--- config.mk ---
export PLATFORM = sky130hd
export DESIGN_NAME = cipher_descriptor_decode
export DESIGN_NICKNAME = d
export VERILOG_FILES = /design/src/descriptor_word_store.v /design/src/cipher_descriptor_decode.v
export VERILOG_INCLUDE_DIRS = /design/src
export SDC_FILE = /design/constraint.sdc
export NUM_CORES = 1
export LEC_CHECK = 0
export BUFFER_PORTS_ARGS = -buffer_cell sky130_fd_sc_hd__buf_2
export CELL_PAD_IN_SITES_DETAIL_PLACEMENT = 0
export CELL_PAD_IN_SITES_GLOBAL_PLACEMENT = 1
export CORE_MARGIN = 1
export CORE_UTILIZATION = 54
export CTS_CLUSTER_DIAMETER = 40
export CTS_CLUSTER_SIZE = 12
export DETAILED_ROUTE_END_ITERATION = 10
export GPL_ROUTABILITY_DRIVEN = 0
export PLACE_DENSITY = 0.86
export SLEW_MARGIN = 20
export SYNTH_ARGS = -nofsm -noshare
export SYNTH_HDL_FRONTEND = slang
export SYNTH_SLANG_ARGS = --single-unit
--- constraint.sdc ---
create_clock -name clk_i -period 8.3 [get_ports clk_i]
set_input_delay 0.415 -clock clk_i [delete_from_list [all_inputs] [get_ports clk_i]]
set_output_delay 0.415 -clock clk_i [all_outputs]
set_load 0.005 [all_outputs]
--- src/cipher_descriptor_decode_regs.vh ---
`ifndef CIPHER_DESCRIPTOR_DECODE_REGS_VH
`define CIPHER_DESCRIPTOR_DECODE_REGS_VH

// register byte offsets
`define CDD_REG_CTRL        8'h00
`define CDD_REG_FETCH       8'h04
`define CDD_REG_STATUS      8'h08
`define CDD_REG_MODE        8'h0c
`define CDD_REG_LASTHDR     8'h10
`define CDD_REG_SIDELOAD    8'h14

// control fields
`define CDD_CTRL_CHAIN      0
`define CDD_CTRL_STATIC_SC  1
`define CDD_CTRL_STATIC_BC  2
`define CDD_CTRL_RESET_BC   3
`define CDD_CTRL_RESET_SC   4
`define CDD_CTRL_RESET      32'h0000_0001

// header fields
`define CDD_UNIT_SC         8'h10
`define CDD_UNIT_BC         8'h20
`define CDD_TYPE_COMMON     4'h1
`define CDD_TYPE_SC         4'h5
`define CDD_HDR_SC_KEY      32'h1020_0050
`define CDD_HDR_SC_CTX      32'h1070_0050
`define CDD_HDR_SC_RES      32'h1010_0050
`define CDD_HDR_SC_RES_DUMP 32'h1030_0050
`define CDD_BC_MODE_CHAIN   2
`define CDD_BC_MODE_TRIPLE  1
`define CDD_BC_MODE_ENC     0
`define CDD_SC_CTX_LEN      32'h0000_0103

// descriptor layout
`define CDD_PAIRS           3'd7
`define CDD_WORDS           5'd16

`endif

--- src/descriptor_word_store.v ---
`timescale 1ns/1ps
`default_nettype none

module descriptor_word_store #(
	parameter AW = 4,
	parameter DW = 32
) (
	input  wire          clk_i,   // system clock
	input  wire          we_i,    // write strobe
	input  wire [AW-1:0] waddr_i, // write index
	input  wire [DW-1:0] wdata_i, // write word
	input  wire [AW-1:0] raddr_i, // read index
	output reg  [DW-1:0] rdata_o  // registered read word
);

	reg [DW-1:0] mem [0:(1<<AW)-1];

	always @(posedge clk_i) begin
		if (we_i) begin
			mem[waddr_i] <= wdata_i;
		end
		rdata_o <= mem[raddr_i];
	end

endmodule // descriptor_word_store

`default_nettype wire

--- src/cipher_descriptor_decode.v ---
// How it works
// - unit options come from the primary and secondary mode header fields
// - stream-cipher variants are fixed header values, not cryptographic modes
// - 0x10200050: load key, permute, cipher, unload context
// - stream context through IV slots is 259 bytes
// - 0x10700050: no permute, load context via FIFO, cipher, unload
// - 0x10100050: cipher with resident context, no permute, no unload
// - 0x10300050: cipher with resident context, then unload it
// - no standalone unload; unload only after ciphering in same descriptor
// - static stream unit keeps cipher state between packets
// - block-cipher descriptors use type 0001 ordering
// - 0x20500010 selects chained, single-key, encrypt
// - 0x20600010 selects chained, triple, decrypt
// - 0x20100010 / 0x20000010 select codebook single-key encrypt / decrypt
// - 0x20300010 / 0x20200010 select codebook triple encrypt / decrypt
// - static block unit keeps key and context between descriptors
// - static block unit latches its mode at first context load
// - type 0001 is common non-snooping, no public-key or stream unit
`timescale 1ns/1ps
`default_nettype none
`include "cipher_descriptor_decode_regs.vh"

module cipher_descriptor_decode (
	input  wire        clk_i,        // system clock
	input  wire        rst_i,        // synchronous reset, active high
	// wishbone slave
	input  wire        wb_cyc_i,     // cycle
	input  wire        wb_stb_i,     // strobe
	input  wire        wb_we_i,      // write enable
	input  wire [7:0]  wb_adr_i,     // byte address
	input  wire [3:0]  wb_sel_i,     // byte selects
	input  wire [31:0] wb_dat_i,     // write data
	output reg  [31:0] wb_dat_o,     // read data
	output reg         wb_ack_o,     // acknowledge
	output wire        wb_err_o,     // unmapped access
	// descriptor memory read port
	output reg         mem_req_o,    // word read request
	output reg  [31:0] mem_adr_o,    // byte address of word
	input  wire        mem_ack_i,    // read data valid
	input  wire [31:0] mem_dat_i,    // read data
	// transfer command to data mover
	output reg         xfer_valid_o, // transfer command valid
	input  wire        xfer_ready_i, // data mover accepts / is done
	output reg  [2:0]  xfer_slot_o,  // pair index 1..7
	output reg  [31:0] xfer_len_o,   // length in bytes
	output reg  [31:0] xfer_ptr_o,   // memory pointer
	output reg         xfer_unit_o,  // 0 stream unit, 1 block unit
	// unit programming
	output reg  [3:0]  sc_ctl_o,     // permute, ctx in, ctx out, cipher
	output reg  [2:0]  bc_mode_o,    // chained, triple, encrypt
	output reg         bc_key_keep_o,// block unit holds key and context
	output reg         sc_keep_o,    // stream unit holds state
	output reg         bc_rst_o,     // block unit reset pulse
	output reg         sc_rst_o,     // stream unit reset pulse
	output reg         busy_o,       // channel processing
	output reg         error_o       // bad header or stream context length seen
);

	////////////////////////////////////////////////////////////////////
	// registers

	reg [31:0] ctrl_reg;
	reg [31:0] fetch_reg;
	reg        fetch_go_reg;
	reg [31:0] last_hdr_reg;
	reg [2:0]  bc_latched_reg;
	reg        bc_latched_vld_reg;
	reg [31:0] sc_count_reg;
	reg        done_reg;

	wire wb_req = wb_cyc_i & wb_stb_i & ~wb_ack_o & ~wb_err_o;
	wire adr_ok = (wb_adr_i == `CDD_REG_CTRL) | (wb_adr_i == `CDD_REG_FETCH) |
		(wb_adr_i == `CDD_REG_STATUS) | (wb_adr_i == `CDD_REG_MODE) |
		(wb_adr_i == `CDD_REG_LASTHDR) | (wb_adr_i == `CDD_REG_SIDELOAD);
	reg err_reg;
	assign wb_err_o = err_reg;

	function [31:0] merge;
		input [31:0] old;
		input [31:0] nw;
		input [3:0]  sel;
		integer b;
		begin
			merge = old;
			for (b = 0; b < 4; b = b + 1) begin
				if (sel[b]) begin
					merge[b*8 +: 8] = nw[b*8 +: 8];
				end
			end
		end
	endfunction

	wire wr_ctrl  = wb_req & wb_we_i & (wb_adr_i == `CDD_REG_CTRL);
	wire wr_fetch = wb_req & wb_we_i & (wb_adr_i == `CDD_REG_FETCH);
	wire rd_stat  = wb_req & ~wb_we_i & (wb_adr_i == `CDD_REG_STATUS);
	wire fetch_take;

	always @(posedge clk_i) begin
		if (rst_i) begin
			wb_ack_o  <= 1'b0;
			err_reg   <= 1'b0;
			wb_dat_o  <= 32'h0000_0000;
			ctrl_reg  <= `CDD_CTRL_RESET;
			fetch_reg <= 32'h0000_0000;
			fetch_go_reg <= 1'b0;
			bc_rst_o  <= 1'b0;
			sc_rst_o  <= 1'b0;
		end else begin
			wb_ack_o <= wb_req & adr_ok;
			err_reg  <= wb_req & ~adr_ok;
			bc_rst_o <= 1'b0;
			sc_rst_o <= 1'b0;
			if (wr_ctrl) begin
				ctrl_reg <= merge(ctrl_reg, wb_dat_i, wb_sel_i) & 32'h0000_0007;
				// unit resets are software's job; nothing clears state on its own
				bc_rst_o <= wb_sel_i[0] & wb_dat_i[`CDD_CTRL_RESET_BC];
				sc_rst_o <= wb_sel_i[0] & wb_dat_i[`CDD_CTRL_RESET_SC];
			end
			if (wr_fetch & ~busy_o) begin
				fetch_reg    <= merge(fetch_reg, wb_dat_i, wb_sel_i);
				fetch_go_reg <= 1'b1;
			end else if (fetch_take) begin
				fetch_go_reg <= 1'b0;
			end
			case (wb_adr_i)
				`CDD_REG_CTRL:     wb_dat_o <= ctrl_reg;
				`CDD_REG_FETCH:    wb_dat_o <= fetch_reg;
				`CDD_REG_STATUS:   wb_dat_o <= {28'h0, done_reg, bc_latched_vld_reg,
					error_o, busy_o};
				`CDD_REG_MODE:     wb_dat_o <= {25'h0, bc_latched_reg, sc_ctl_o};
				`CDD_REG_LASTHDR:  wb_dat_o <= last_hdr_reg;
				`CDD_REG_SIDELOAD: wb_dat_o <= sc_count_reg;
				default:           wb_dat_o <= 32'h0000_0000;
			endcase
		end
	end

	////////////////////////////////////////////////////////////////////
	// descriptor fetch

	localparam S_IDLE  = 3'd0;
	localparam S_READ  = 3'd1;
	localparam S_WAIT  = 3'd2;
	localparam S_DEC   = 3'd3;
	localparam S_LOAD  = 3'd4;
	localparam S_XFER  = 3'd5;
	localparam S_NEXT  = 3'd6;

	reg [2:0]  state_reg;
	reg [4:0]  word_reg;
	reg [31:0] base_reg;
	reg [2:0]  slot_reg;
	reg        st_we;
	reg [3:0]  st_ra;
	wire [31:0] st_rd;
	reg [1:0]  rd_phase_reg;
	reg [31:0] len_hold_reg;

	assign fetch_take = (state_reg == S_IDLE) & fetch_go_reg;

	descriptor_word_store #(.AW(4), .DW(32)) descriptor_word_store_inst (
		.clk_i   (clk_i),
		.we_i    (st_we),
		.waddr_i (word_reg[3:0]),
		.wdata_i (mem_dat_i),
		.raddr_i (st_ra),
		.rdata_o (st_rd)
	);

	// fields decode straight from the held header word
	wire [7:0]  unit_sel = last_hdr_reg[31:24];
	wire [3:0]  bc_nib   = last_hdr_reg[23:20];
	wire [3:0]  dtype    = last_hdr_reg[7:4];
	wire is_sc_key = last_hdr_reg == `CDD_HDR_SC_KEY;
	wire is_sc_ctx = last_hdr_reg == `CDD_HDR_SC_CTX;
	wire is_sc_res = last_hdr_reg == `CDD_HDR_SC_RES;
	wire is_sc_rd  = last_hdr_reg == `CDD_HDR_SC_RES_DUMP;
	// stream variants are matched whole; its mode bits name no crypto mode
	wire sc_ok = is_sc_key | is_sc_ctx | is_sc_res | is_sc_rd;
	wire bc_ok = (unit_sel == `CDD_UNIT_BC) & (dtype == `CDD_TYPE_COMMON) &
		(last_hdr_reg[19:8] == 12'h000) & (last_hdr_reg[3:0] == 4'h0) &
		~bc_nib[3] & (bc_nib[2:0] != 3'b111);
	wire sc_unit = unit_sel == `CDD_UNIT_SC;

	always @(posedge clk_i) begin
		if (rst_i) begin
			state_reg      <= S_IDLE;
			word_reg       <= 5'd0;
			base_reg       <= 32'h0000_0000;
			slot_reg       <= 3'd0;
			rd_phase_reg   <= 2'd0;
			len_hold_reg   <= 32'h0000_0000;
			mem_req_o      <= 1'b0;
			mem_adr_o      <= 32'h0000_0000;
			xfer_valid_o   <= 1'b0;
			xfer_slot_o    <= 3'd0;
			xfer_len_o     <= 32'h0000_0000;
			xfer_ptr_o     <= 32'h0000_0000;
			xfer_unit_o    <= 1'b0;
			sc_ctl_o       <= 4'h0;
			bc_mode_o      <= 3'd0;
			bc_latched_reg <= 3'd0;
			bc_latched_vld_reg <= 1'b0;
			bc_key_keep_o  <= 1'b0;
			sc_keep_o      <= 1'b0;
			sc_count_reg   <= 32'h0000_0000;
			last_hdr_reg   <= 32'h0000_0000;
			busy_o         <= 1'b0;
			error_o        <= 1'b0;
			done_reg       <= 1'b0;
		end else begin
			sc_keep_o     <= ctrl_reg[`CDD_CTRL_STATIC_SC];
			bc_key_keep_o <= ctrl_reg[`CDD_CTRL_STATIC_BC];
			if (bc_rst_o) begin
				bc_latched_vld_reg <= 1'b0;
			end
			if (rd_stat) begin
				done_reg <= 1'b0;
			end
			case (state_reg)
				S_IDLE: begin
					if (fetch_go_reg) begin
						base_reg  <= fetch_reg;
						word_reg  <= 5'd0;
						busy_o    <= 1'b1;
						error_o   <= 1'b0;
						state_reg <= S_READ;
					end
				end
				// header, seven len/ptr pairs, then the next-descriptor word
				S_READ: begin
					mem_req_o <= 1'b1;
					mem_adr_o <= base_reg + {25'h0, word_reg, 2'b00};
					state_reg <= S_WAIT;
				end
				S_WAIT: begin
					if (mem_ack_i) begin
						mem_req_o <= 1'b0;
						if (word_reg == 5'd0) begin
							last_hdr_reg <= mem_dat_i;
						end
						if (word_reg == `CDD_WORDS - 5'd1) begin
							base_reg  <= mem_dat_i;
							state_reg <= S_DEC;
						end else begin
							word_reg  <= word_reg + 5'd1;
							state_reg <= S_READ;
						end
					end
				end
				S_DEC: begin
					slot_reg     <= 3'd0;
					rd_phase_reg <= 2'd0;
					if (sc_unit & sc_ok) begin
						// permute, context in, context out, cipher
						sc_ctl_o <= {is_sc_key, is_sc_ctx, is_sc_key | is_sc_ctx |
							is_sc_rd, 1'b1};
						xfer_unit_o <= 1'b0;
						state_reg   <= S_LOAD;
					end else if (bc_ok) begin
						// static unit keeps the mode taken at first context load
						if (~ctrl_reg[`CDD_CTRL_STATIC_BC] | ~bc_latched_vld_reg) begin
							bc_mode_o <= {bc_nib[`CDD_BC_MODE_CHAIN],
								bc_nib[`CDD_BC_MODE_TRIPLE],
								bc_nib[`CDD_BC_MODE_ENC]};
							bc_latched_reg <= bc_nib[2:0];
							bc_latched_vld_reg <= ctrl_reg[`CDD_CTRL_STATIC_BC];
						end else begin
							bc_mode_o <= bc_latched_reg;
						end
						xfer_unit_o <= 1'b1;
						state_reg   <= S_LOAD;
					end else begin
						error_o   <= 1'b1;
						state_reg <= S_NEXT;
					end
				end
				// two store reads per slot: length then pointer
				S_LOAD: begin
					rd_phase_reg <= rd_phase_reg + 2'd1;
					if (rd_phase_reg == 2'd0) begin
						slot_reg <= slot_reg + 3'd1;
					end else if (rd_phase_reg == 2'd2) begin
						len_hold_reg <= st_rd;
					end else if (rd_phase_reg == 2'd3) begin
						rd_phase_reg <= 2'd0;
						if (len_hold_reg != 32'h0000_0000) begin
							// a short stream context would leave the unit half loaded
							if (~xfer_unit_o & ((slot_reg == 3'd2) | (slot_reg == 3'd6)) &
								(len_hold_reg != `CDD_SC_CTX_LEN)) begin
								error_o <= 1'b1;
							end
							xfer_valid_o <= 1'b1;
							xfer_slot_o  <= slot_reg;
							xfer_len_o   <= len_hold_reg;
							xfer_ptr_o   <= st_rd;
							if (~xfer_unit_o) begin
								sc_count_reg <= sc_count_reg + 32'h1;
							end
							state_reg <= S_XFER;
						end else if (slot_reg == `CDD_PAIRS) begin
							state_reg <= S_NEXT;
						end
					end
				end
				S_XFER: begin
					if (xfer_ready_i) begin
						xfer_valid_o <= 1'b0;
						state_reg    <= (slot_reg == `CDD_PAIRS) ? S_NEXT : S_LOAD;
					end
				end
				S_NEXT: begin
					done_reg <= 1'b1;
					// a cleared next word ends the chain
					if (ctrl_reg[`CDD_CTRL_CHAIN] & (base_reg != 32'h0000_0000)) begin
						word_reg  <= 5'd0;
						state_reg <= S_READ;
					end else begin
						busy_o    <= 1'b0;
						state_reg <= S_IDLE;
					end
				end
				default: state_reg <= S_IDLE;
			endcase
		end
	end

	// read index: phase 1 presents length word, phase 2 pointer word
	always @* begin
		st_we = (state_reg == S_WAIT) & mem_ack_i;
		st_ra = {slot_reg, 1'b0} - {3'b000, rd_phase_reg[0]};
	end

endmodule // cipher_descriptor_decode

`default_nettype wire

# Word-level counts from Yosys, hierarchy flattened
# Memories as Yosys holds them, arrays and structs flattened. A register that Yosys moved wholly into a read port is not among the register bits.
# Cells that the tools add are included.
# Widths: inputs -> output; s select.
dict set report word_totals {
  n_memories 1
  latchBits 0
  romBits 0
  ff_bits 328
  input_bits 83
  ramBits 512
  wordCells 233
}
# memory words word_bits read_ports rd_clocked_by_memory_dff write_ports line_no
set memory_table {}
lappend memory_table {descriptor_word_store_inst.mem 16 32 1 1 1 descriptor_word_store.v:16} ;# reg [DW-1:0] mem [0:(1<<AW)-1];
dict set report classes {
  reduce_logical 39
  n_mul 0
  mux 63
  bitwise_logic 48
  add_sub_neg 6
  magnitude_cmp 0
  div_mod_pow 0
  shift 0
  eq_ne 42
}
# op n
set ops {}
lappend ops {{$pmux 32 s6} 1}
lappend ops {{$eq 32x29->1 const B} 4}
lappend ops {{$mux 32} 3}
lappend ops {{$pmux 32 s2} 1}
lappend ops {{$reduce_bool 32->1} 2}
lappend ops {{$add 32x1->32 const B} 1}
lappend ops {{$add 32x7->32} 1}
lappend ops {{$ne 32x9->1 const B} 1}
lappend ops {{$mux 1} 30}
lappend ops {{$ne 2x2->1 const B} 15}
lappend ops {{$mux 3} 9}
lappend ops {{$and 1x1->1} 24}
lappend ops {{$eq 8x5->1 const B} 3}
lappend ops {{$pmux 3 s7} 1}
lappend ops {{$mux 5} 4}
lappend ops {{$reduce_and 2->1} 9}
lappend ops {{$eq 8x4->1 const B} 2}
lappend ops {{$reduce_bool 2->1} 8}
lappend ops {{$eq 3x3->1 const B} 5}
lappend ops {{$pmux 5 s3} 1}
lappend ops {{$mux 2} 7}
lappend ops {{$not 1->1} 13}
lappend ops {{$logic_not 12->1} 1}
lappend ops {{$reduce_and 6->1} 2}
lappend ops {{29 further kinds} 50}

# Depth between registers and ports, before layout
# Gate-level depths: netlist of the first run.
dict set report logic_depth {
  word_depth 10
  mapped_depth 12
}

# By module
# From an unflattened synthesis of the first run, not the netlist that was laid out.
dict set report unflattened {
  hier_cells 2529
  hier_area_um2 33495.9
}
# module seq_area_each_um2 cells_per_inst n_inst area_per_inst_um2
set modules_own_cells {}
lappend modules_own_cells {descriptor_word_store 16015.4 838 1 19835.3}
lappend modules_own_cells {cipher_descriptor_decode 6566.3 1691 1 13660.6}

# Worst setup path after synthesis of the first run
# Ideal clock, no wire load.
dict set report synth_timing {
  path_kind {reg2reg}
  start {register state_reg[1]}
  end {memory descriptor_word_store_inst.mem[2][0], enable pin}
  t_required_ns 7.839
  n_path_buf 2
  setup_ns 0.461
  slack_ns 4.119
  path_stages_with_launch 6
  arrival_ns 3.720
  cell_sequence {dfxtp_1 -> nor3b_1 -> buf_2 -> buf_1 -> nand3_1 -> nor3_1}
}
dict set report synth_via {
  elab_chain_len 4
}
# item line_no
set synth_rtl {}
lappend synth_rtl {{start, declared} cipher_descriptor_decode.v:149} ;# reg [2:0] state_reg;
lappend synth_rtl {{start signal, assigned} cipher_descriptor_decode.v:309} ;# state_reg <= (slot_reg == `CDD_PAIRS) ? S_NEXT : S_LOAD;
lappend synth_rtl {{$eq 3x2->1} cipher_descriptor_decode.v:330} ;# st_we = (state_reg == S_WAIT) & mem_ack_i;
lappend synth_rtl {{$and 1x1->1} cipher_descriptor_decode.v:330}
lappend synth_rtl {{$mux 1} descriptor_word_store.v:19} ;# if (we_i) begin
lappend synth_rtl {{$mux 1 (not written as such)} descriptor_word_store.v:20} ;# mem[waddr_i] <= wdata_i;
lappend synth_rtl {{end, declared} descriptor_word_store.v:16}
# No other way between the ends.

# Final worst setup path of the first run
dict set report layout_timing {
  start {register rd_phase_reg[0]}
  end {register xfer_len_o[11]}
}
dict set report layout_via {
  elab_chain_len 3
}
# item line_no
set layout_rtl {}
lappend layout_rtl {{start, declared} cipher_descriptor_decode.v:156} ;# reg [1:0] rd_phase_reg;
lappend layout_rtl {{start signal, assigned} cipher_descriptor_decode.v:280} ;# rd_phase_reg <= rd_phase_reg + 2'd1;
lappend layout_rtl {{$eq 2x2->1 / $logic_not 2->1 (equally long branches)} {cipher_descriptor_decode.v:283, cipher_descriptor_decode.v:281}}
lappend layout_rtl {{$not 1->1 (no source line)} n/a}
lappend layout_rtl {{$reduce_and 5->1 (no source line) *} n/a}
lappend layout_rtl {{end signal, assigned} cipher_descriptor_decode.v:295} ;# xfer_len_o <= len_hold_reg;
lappend layout_rtl {{end, declared} cipher_descriptor_decode.v:45} ;# output reg [31:0] xfer_len_o,
# Every way passes the cells marked *; elsewhere a longest branch is shown, timed or not.
# A chain may end at the register's enable or synchronous reset.

==> out/metrics.cfg, run 1 <==
[sta]
achievable-frequency_ghz = 0.254
max_slew_margin_pct = 20.1
final_critical_path_setup_slack_ns = 4.36
final-setup-viol-count = 0
totalNegativeSetupSlack_ns = 0
final-max-slew-violation-count = 0
tightestPinTransition_ns = 1.18
grt_setup_unrepaired = no
finClkSkew_ns = 0.0261
layout_worst_path_cycle_share_pct = 47.4
finalCriticalPeriod_ns = 3.94
hold_viol = 0

[cts]
cts_sinks = 872
tritoncts = yes
worstSkewPairLatency_ns = 0.65
ctsRootBufferMaster = sky130_fd_sc_hd__clkbuf_16
post_cts_resized = 0
ctsLongestPathBuffers = 3
post-cts-setup-buffer-count = 0
h-tree-depth = 3
tritoncts.num_buffers = 109
clk_pin_slew_ns = 0.06

[detailed_routing]
remaining_antenna_violation_count = 0
drtIter0Drc = 2659
postRouteWirelength_microns = 94200
drt_pre_antenna_iters = 8
avgViaCountPerCell = 6.23
vias = 22375
routedWlPerCell_microns = 26.2
drcViolationCount = 0

[die]
floorplan.core_area_sq_um = 63000
rows = 92
floorplan.initialDensity_pct = 54.5
fp.dieArea_sq_um = 64500
top_level_ports = 232
die-width_microns = 254
die_h_microns = 254

[cells_and_area]
instances_no_fill = 3590
area_growth_pct = 16.7
most-common-layout-cells = sky130_fd_sc_hd__edfxtp_1 (512), sky130_fd_sc_hd__dfxtp_1 (359), sky130_fd_sc_hd__nand2_1 (314)
share_of_cells_above_drive_strength_1_pct = 24.8
largest_register_ffs = 512
design_area_sq_um = 40000
reg_with_most_ffs = descriptor_word_store_inst.mem
num-nets-final = 2762
final_common_cell = sky130_fd_sc_hd__edfxtp_1
fillerInstances = 4450

[synth]
synth_cell_type_count = 70
synthDominantCellAreaShare_pct = 44.8
ys.flop_type = sky130_fd_sc_hd__edfxtp_1
async_reset_ff_share_pct = 0
ys_top_cells_by_area = sky130_fd_sc_hd__edfxtp_1 (45%), sky130_fd_sc_hd__dfxtp_1 (21%), sky130_fd_sc_hd__mux4_2 (11%)
post_synthesis_sequential_element_count = 872
ys_warn_count = 0
postSynthCellCount = 2427
synthesis.nets = 2532
netlist_area_sq_um = 34300
ys_seq_area_share_pct = 65.8
synth.avg_cell_area_sq_um = 14.1
synth-edff-count = 512
synthDominantAreaCellType = sky130_fd_sc_hd__edfxtp_1

[worst_setup_path]
critical_path.endpoint_type = register
max_stage_delay_ns = 0.90
arrival_ns = 4.49
cell_chain_critical_path = inv_1 > ha_1 > or3b_1 > nor3_2 > buf_4 > mux2i_1
crit_path_top_delay_cell = sky130_fd_sc_hd__dfxtp_4
timing.critical_path.fanout_max = 61
timing.critical_path.required_ns = 8.85
setup.worst_path.class = reg -> reg
element_type_at_the_critical_path_start = register

[global_route]
grt_start_max_net_pins = 94
number_of_antenna_violations_at_the_first_check_in_global_routing = 3
first_global_vias = 21748
overflow = 0
wire_length_of_the_first_global_routing_pass_microns = 137000
grt_util_all_layers_pct = 29.2

[power]
max-vdd-ir-drop_mv = 0.147
p_sw_share_pct = 21.0
switchingPower_mw = 1.95
pwr-share-clk_pct = 49.3
share_comb_of_total_power_pct = 1.4
power.internal_mw = 7.34
pwr-share-seq_pct = 49.3
power.density_nw_per_um2 = 232
power.static_leakage_nw = 13.6

[flow_run]
drv_cap = 0

[placed_design]
dp_cells = 3380
placed_area_sq_um = 36400
placement.setup.worst_slack_ns = 4.32
numPortBuffers = 231
place.detailed.hpwl_microns = 54500

[hold_path]
min-delay-path-class = in -> reg

[outcome]
outcome = finished clean

-- worst max-delay path, delay by kind of cell (launching register included) --
| kind | cells | cell delay [ns] |
|---|---|---|
| and+or+nand+nor | 2 | 1.16 |
| buffers and inverters | 2 | 1.12 |
| DFF | 1 | 0.90 |
| adders and majority gates | 1 | 0.30 |
| muxes | 1 | 0.29 |
-- final timing paths --
kind | startpoint | endpoint | slack (ns) | cells past startpoint
setup / recovery | rd_phase_reg[0]$_SDFFE_PP0P_ | xfer_len_o[11]$_SDFFE_PP0P_ | 4.36 | 6
hold / removal | wb_dat_i[22] | fetch_reg[22]$_SDFFE_PP0P_ | 0.03 | 3
setup reg to reg | rd_phase_reg[0]$_SDFFE_PP0P_ | xfer_len_o[11]$_SDFFE_PP0P_ | 4.36 | 6
hold reg to reg | xfer_ptr_o[4]$_SDFFE_PP0P_ | xfer_ptr_o[4]$_SDFFE_PP0P_ | 0.45 | 2
-- cells in the mapped netlist (all sizes together), types with 4 or more instances --
| cell | n |
|---|---|
| nor4 | 29 |
| o21ai | 51 |
| mux2i | 140 |
| nand2b | 8 |
| a211oi | 46 |
| and2 | 8 |
| a22oi | 28 |
| clkbuf | 131 |
| nor3 | 27 |
| nor2 | 142 |
| xnor2 | 14 |
| o2111ai | 5 |
| buf | 26 |
| o311ai | 4 |
| dfxtp | 360 |
| nand2 | 315 |
| o31ai | 9 |
| o211ai | 7 |
| nor3b | 6 |
| xor2 | 12 |
| or2 | 5 |
| mux2 | 31 |
| nor4b | 8 |
| nand4 | 19 |
| a21oi | 131 |
| or4 | 11 |
| inv | 26 |
| edfxtp | 512 |
| nand3 | 37 |
| and3 | 8 |
| mux4 | 163 |
| ha | 21 |
| a31oi | 5 |
| nor2b | 14 |
| and4 | 5 |
| or3 | 22 |
-- power by group through the flow --
| stage | clock network (mW) | registers, mW | logic (mW) |
|---|---|---|---|
| final | 4.58 | 4.57 | 0.134 |
| after detailed placement | 0 | 4.66 | 0.127 |
| after CTS | 4.62 | 4.57 | 0.132 |
| after global placement | 0 | 4.66 | 0.121 |
| after global routing | 4.79 | 4.57 | 0.140 |
| after floorplan | 0 | 4.67 | 0.0438 |
-- per-stage QoR --
stage	utilization [%]	hold WS (ns)	total power [mW]
CTS	63.5	0.00571	9.32
detailed placement	57.8	0.445	4.79
global route	63.6	0.0386	9.50
finish	63.6	0.0302	9.28
floorplan	-	0.432	4.71
global placement	57.8	0.440	4.79
-- layout make-up --
cell class	instances	area, sq um	share of cell area (%)
diodes	2	5.00	0.0125
clock buffers	143	3060	7.65
clock inverters	53	465	1.16
inverters	26	100	0.250
multi-input cells	1372	11200	28.0
flip-flops and latches	872	22600	56.4
well taps	846	1060	2.64
repair buffers	276	1540	3.85
-- cell families after synthesis --
family                   share of synthesized area (%)
adder cells (fa/ha/maj)                          0.824
flip-flops                                        65.8
AO/OA/AOI/OAI                                     5.73
multiplexers                                      15.8
XOR/XNOR                                         0.664
AND/OR/NAND/NOR                                   9.09
buffers and inverters                             2.07
-- metal layers --
| layer | wire length, microns | share of wire [%] | GRT usage (%) |
|---|---|---|---|
| met1 | 36300 | 39 | 38.7 |
| met3 | 8820 | 9.4 | 5.75 |
| met5 | 23 | 0.024 | 0 |
| met2 | 45800 | 49 | 47.1 |
| met4 | 3260 | 3.5 | 12.0 |
-- repair_timing --
| item | 4_1_cts | 5_1_grt |
|---|---|---|
| setup endpoints to repair | 0 | 0 |
| endpoints found under the hold margin | 11 | 0 |
| hold buffers | 11 | 0 |
(Power assumes the default switching activity.)
==> run 2, diff against run 1 <==
--- a/config.mk
+++ b/config.mk
@@ -10,12 +10,12 @@
 export CELL_PAD_IN_SITES_DETAIL_PLACEMENT = 0
 export CELL_PAD_IN_SITES_GLOBAL_PLACEMENT = 1
 export CORE_MARGIN = 1
-export CORE_UTILIZATION = 54
+export CORE_UTILIZATION = 45
 export CTS_CLUSTER_DIAMETER = 40
 export CTS_CLUSTER_SIZE = 12
 export DETAILED_ROUTE_END_ITERATION = 10
 export GPL_ROUTABILITY_DRIVEN = 0
-export PLACE_DENSITY = 0.86
+export PLACE_DENSITY = 0.77
 export SLEW_MARGIN = 20
 export SYNTH_ARGS = -nofsm -noshare
 export SYNTH_HDL_FRONTEND = slang
==> constraint.sdc (replaced) <==
create_clock -name clk_i -period 3.5 [get_ports clk_i]
set_input_delay 0.175 -clock clk_i [delete_from_list [all_inputs] [get_ports clk_i]]
set_output_delay 0.175 -clock clk_i [all_outputs]
set_load 0.005 [all_outputs]
==> run 2 against run 1 <==
  * Clock skew grew 0.0071 ns
  * Via count decreased by 1.5%
  * Critical path depth is the same
  * Final area is 3.9% higher
  * Combinational power rose to 2.8 times the previous value
  * Critical path type unchanged
  * Highest routed layer unchanged
==> out/metrics.cfg, run 2 (synthesis gave the netlist of run 1 again) <==
[outcome]
outcome = finished clean

[die]
die_h_microns = 278  ; +9.5%
top_level_ports = 232  ; unchanged
floorplan.initialDensity_pct = 45.8  ; -8.7 points
die-width_microns = 278  ; +9.5%
rows = 100  ; +8.7%
floorplan.core_area_sq_um = 74900  ; +19%
fp.dieArea_sq_um = 77300  ; +20%

[sta]
totalNegativeSetupSlack_ns = 0  ; unchanged
grt_setup_unrepaired = no
layout_worst_path_cycle_share_pct = 86.6  ; +39 points
max_slew_margin_pct = 23.5  ; +3.4 points
finalCriticalPeriod_ns = 3.03  ; -0.906 ns
finClkSkew_ns = 0.0332  ; +0.00713 ns
tightestPinTransition_ns = 1.13  ; -0.0502 ns
worst_hold_slack_ns = 0.0607  ; +0.0305 ns
final-setup-viol-count = 0  ; unchanged
achievable-frequency_ghz = 0.330  ; +30%
final-max-slew-violation-count = 0  ; unchanged
hold_viol = 0  ; unchanged

[worst_setup_path]
r2r-start = wb_ack_o$_SDFF_PP0_
timing.critical_path.fanout_max = 8  ; -87%
setup.worst_path.class = reg -> reg
arrival_ns = 3.57  ; -0.92 ns
regToRegEndpoint = fetch_reg[22]$_SDFFE_PP0P_
critical_path.endpoint_type = register
r2r.worst_path.cells = 6  ; unchanged
timing.reg2reg.setup_slack_ns = 0.47  ; -3.89 ns
element_type_at_the_critical_path_start = register
timing.critical_path.required_ns = 4.04  ; -4.81 ns

[global_route]
first_global_vias = 21957  ; +0.96%
grt_start_max_net_pins = 162  ; +72%
wire_length_of_the_first_global_routing_pass_microns = 137000  ; -0.19%
use_met2_pct = 38.4  ; -8.8 points
overflow = 0  ; unchanged
grt_util_all_layers_pct = 23.6  ; -5.5 points
number_of_antenna_violations_at_the_first_check_in_global_routing = 3  ; unchanged
met3_usage_pct = 5.61  ; -0.14 points
grt-busiest-layer = met2
use_met1_pct = 31.3  ; -7.4 points

[placed_design]
numPortBuffers = 231  ; unchanged
place.detailed.hpwl_microns = 57200  ; +5.0%

[power]
power.static_leakage_nw = 14.2  ; +4.4%
power.density_nw_per_um2 = 551  ; +140%
max-vdd-ir-drop_mv = 0.395  ; +170%

[detailed_routing]
drtIter0Drc = 2102  ; -21%
postRouteWirelength_microns = 91700  ; -2.7%
drcViolationCount = 0  ; unchanged
remaining_antenna_violation_count = 0  ; unchanged
vias = 22039  ; -1.5%
drt_pre_antenna_iters = 7  ; -1
avgViaCountPerCell = 5.77  ; -7.5%
routedWlPerCell_microns = 24.0  ; -8.6%

[cells_and_area]
area_used_by_multi_input_combinational_logic_sq_um = 11200  ; +0.17%
most-common-layout-cells = sky130_fd_sc_hd__edfxtp_1 (512), sky130_fd_sc_hd__dfxtp_1 (359), sky130_fd_sc_hd__nand2_1 (315)
final_common_cell = sky130_fd_sc_hd__edfxtp_1
area_growth_pct = 21.2
largest_register_ffs = 512  ; unchanged
fillerInstances = 5849  ; +31%
num-nets-final = 2857  ; +3.4%
antennaDiodeCount = 0  ; -2
share_of_cells_above_drive_strength_1_pct = 24.4  ; -0.43 points
reg_with_most_ffs = descriptor_word_store_inst.mem
seq_area_sq_um = 22600  ; unchanged

[cts]
tritoncts = yes
cts_sinks = 872  ; unchanged
post-cts-setup-buffer-count = 0  ; unchanged
h-tree-depth = 3  ; unchanged
tritoncts.num_buffers = 115  ; +5.5%
worstSkewPairLatency_ns = 0.67  ; +0.02 ns
clk_pin_slew_ns = 0.05  ; about the same
ctsRootBufferMaster = sky130_fd_sc_hd__clkbuf_16
ctsLongestPathBuffers = 3  ; unchanged

[hold_path]
holdPathEnd = wb_dat_o[3]$_SDFF_PP0_
min-delay-path-class = in -> reg
worst_hold_startpoint = wb_adr_i[2]
timing.hold.worst_path_depth = 2  ; -1

[flow_run]
drv_cap = 0  ; unchanged

[run 2: cell count changes in the layout (fill, tap and decap cells not counted), moves of 5 or more]
cell                            before  now
sky130_fd_sc_hd__clkbuf_1           17   24
sky130_fd_sc_hd__dlygate4sd3_1      11   93
sky130_fd_sc_hd__buf_12              1   10
sky130_fd_sc_hd__clkbuf_16         113  121
sky130_fd_sc_hd__bufinv_16           4    9
[run 2: metrics by stage]
stage	util (%)	total power, mW	std cells	instance area [sq um]	worst slack [ns]
5_1_grt	55.5	23.5	3821	41600	0.349
2_1_floorplan	-	11.2	2427	34300	0.169
3_3_place_gp	49.0	11.4	3510	36700	0.732
3_5_place_dp	49.0	11.4	3510	36700	0.619
6_report	55.5	22.9	3821	41600	0.471
4_1_cts	55.5	23.1	3820	41600	0.480
[run 2: worst max-delay path: stages (launching register included)]
cell                            delay, ns
sky130_fd_sc_hd__dfxtp_1             0.30
sky130_fd_sc_hd__or4bb_1             0.60
sky130_fd_sc_hd__nor4b_2             0.66
sky130_fd_sc_hd__nand3_2             0.46
sky130_fd_sc_hd__mux2i_1             0.28
sky130_fd_sc_hd__nor2_1              0.06
sky130_fd_sc_hd__dlygate4sd3_1       0.57
[run 2: worst max path at each step]
stage	startpoint	end	slack, ns
after CTS	wb_ack_o$_SDFF_PP0_	fetch_reg[17]$_SDFFE_PP0P_	0.48
after global routing	wb_ack_o$_SDFF_PP0_	fetch_reg[23]$_SDFFE_PP0P_	0.35
after floorplan	state_reg[1]$_SDFFE_PP0P_	descriptor_word_store_inst.mem[10][0]$_DFFE_PP_	0.17
final	wb_ack_o$_SDFF_PP0_	fetch_reg[22]$_SDFFE_PP0P_	0.47
after global placement	state_reg[1]$_SDFFE_PP0P_	descriptor_word_store_inst.mem[12][31]$_DFFE_PP_	0.73
after detailed placement	state_reg[1]$_SDFFE_PP0P_	descriptor_word_store_inst.mem[12][18]$_DFFE_PP_	0.62
[run 2: area by class of cell]
type                       instances  share of cell area (%)
inverter                          26                   0.241
multi-input combinational       1372                    27.0
clock buffer                     154                    7.79
tap                              969                    2.92
timing repair buffer             365                    6.12
clock inverter                    63                    1.61
sequential                       872                    54.3
[run 2: what timing repair did]
action / CTS / global route
hold endpoints to repair: 597 / 0
hold buffers: 93 / 0
gates resized for setup: 0 / 0
[run 2: report_power, final]
part           switching [mW]  internal (mW)  leakage (nW)
clock network            4.47           7.22          1.90
registers            0.000589           10.8          7.51
logic                   0.259          0.115          4.83
[run 2: per-layer routing]
metal / part of all wire (%) / routed length, microns / vias up
li1: - / - / 9877
met1: 41 / 37700 / 11138
met2: 48 / 44100 / 846
met3: 7.8 / 7180 / 174
met4: 2.9 / 2630 / 4
met5: 0.034 / 31 / -
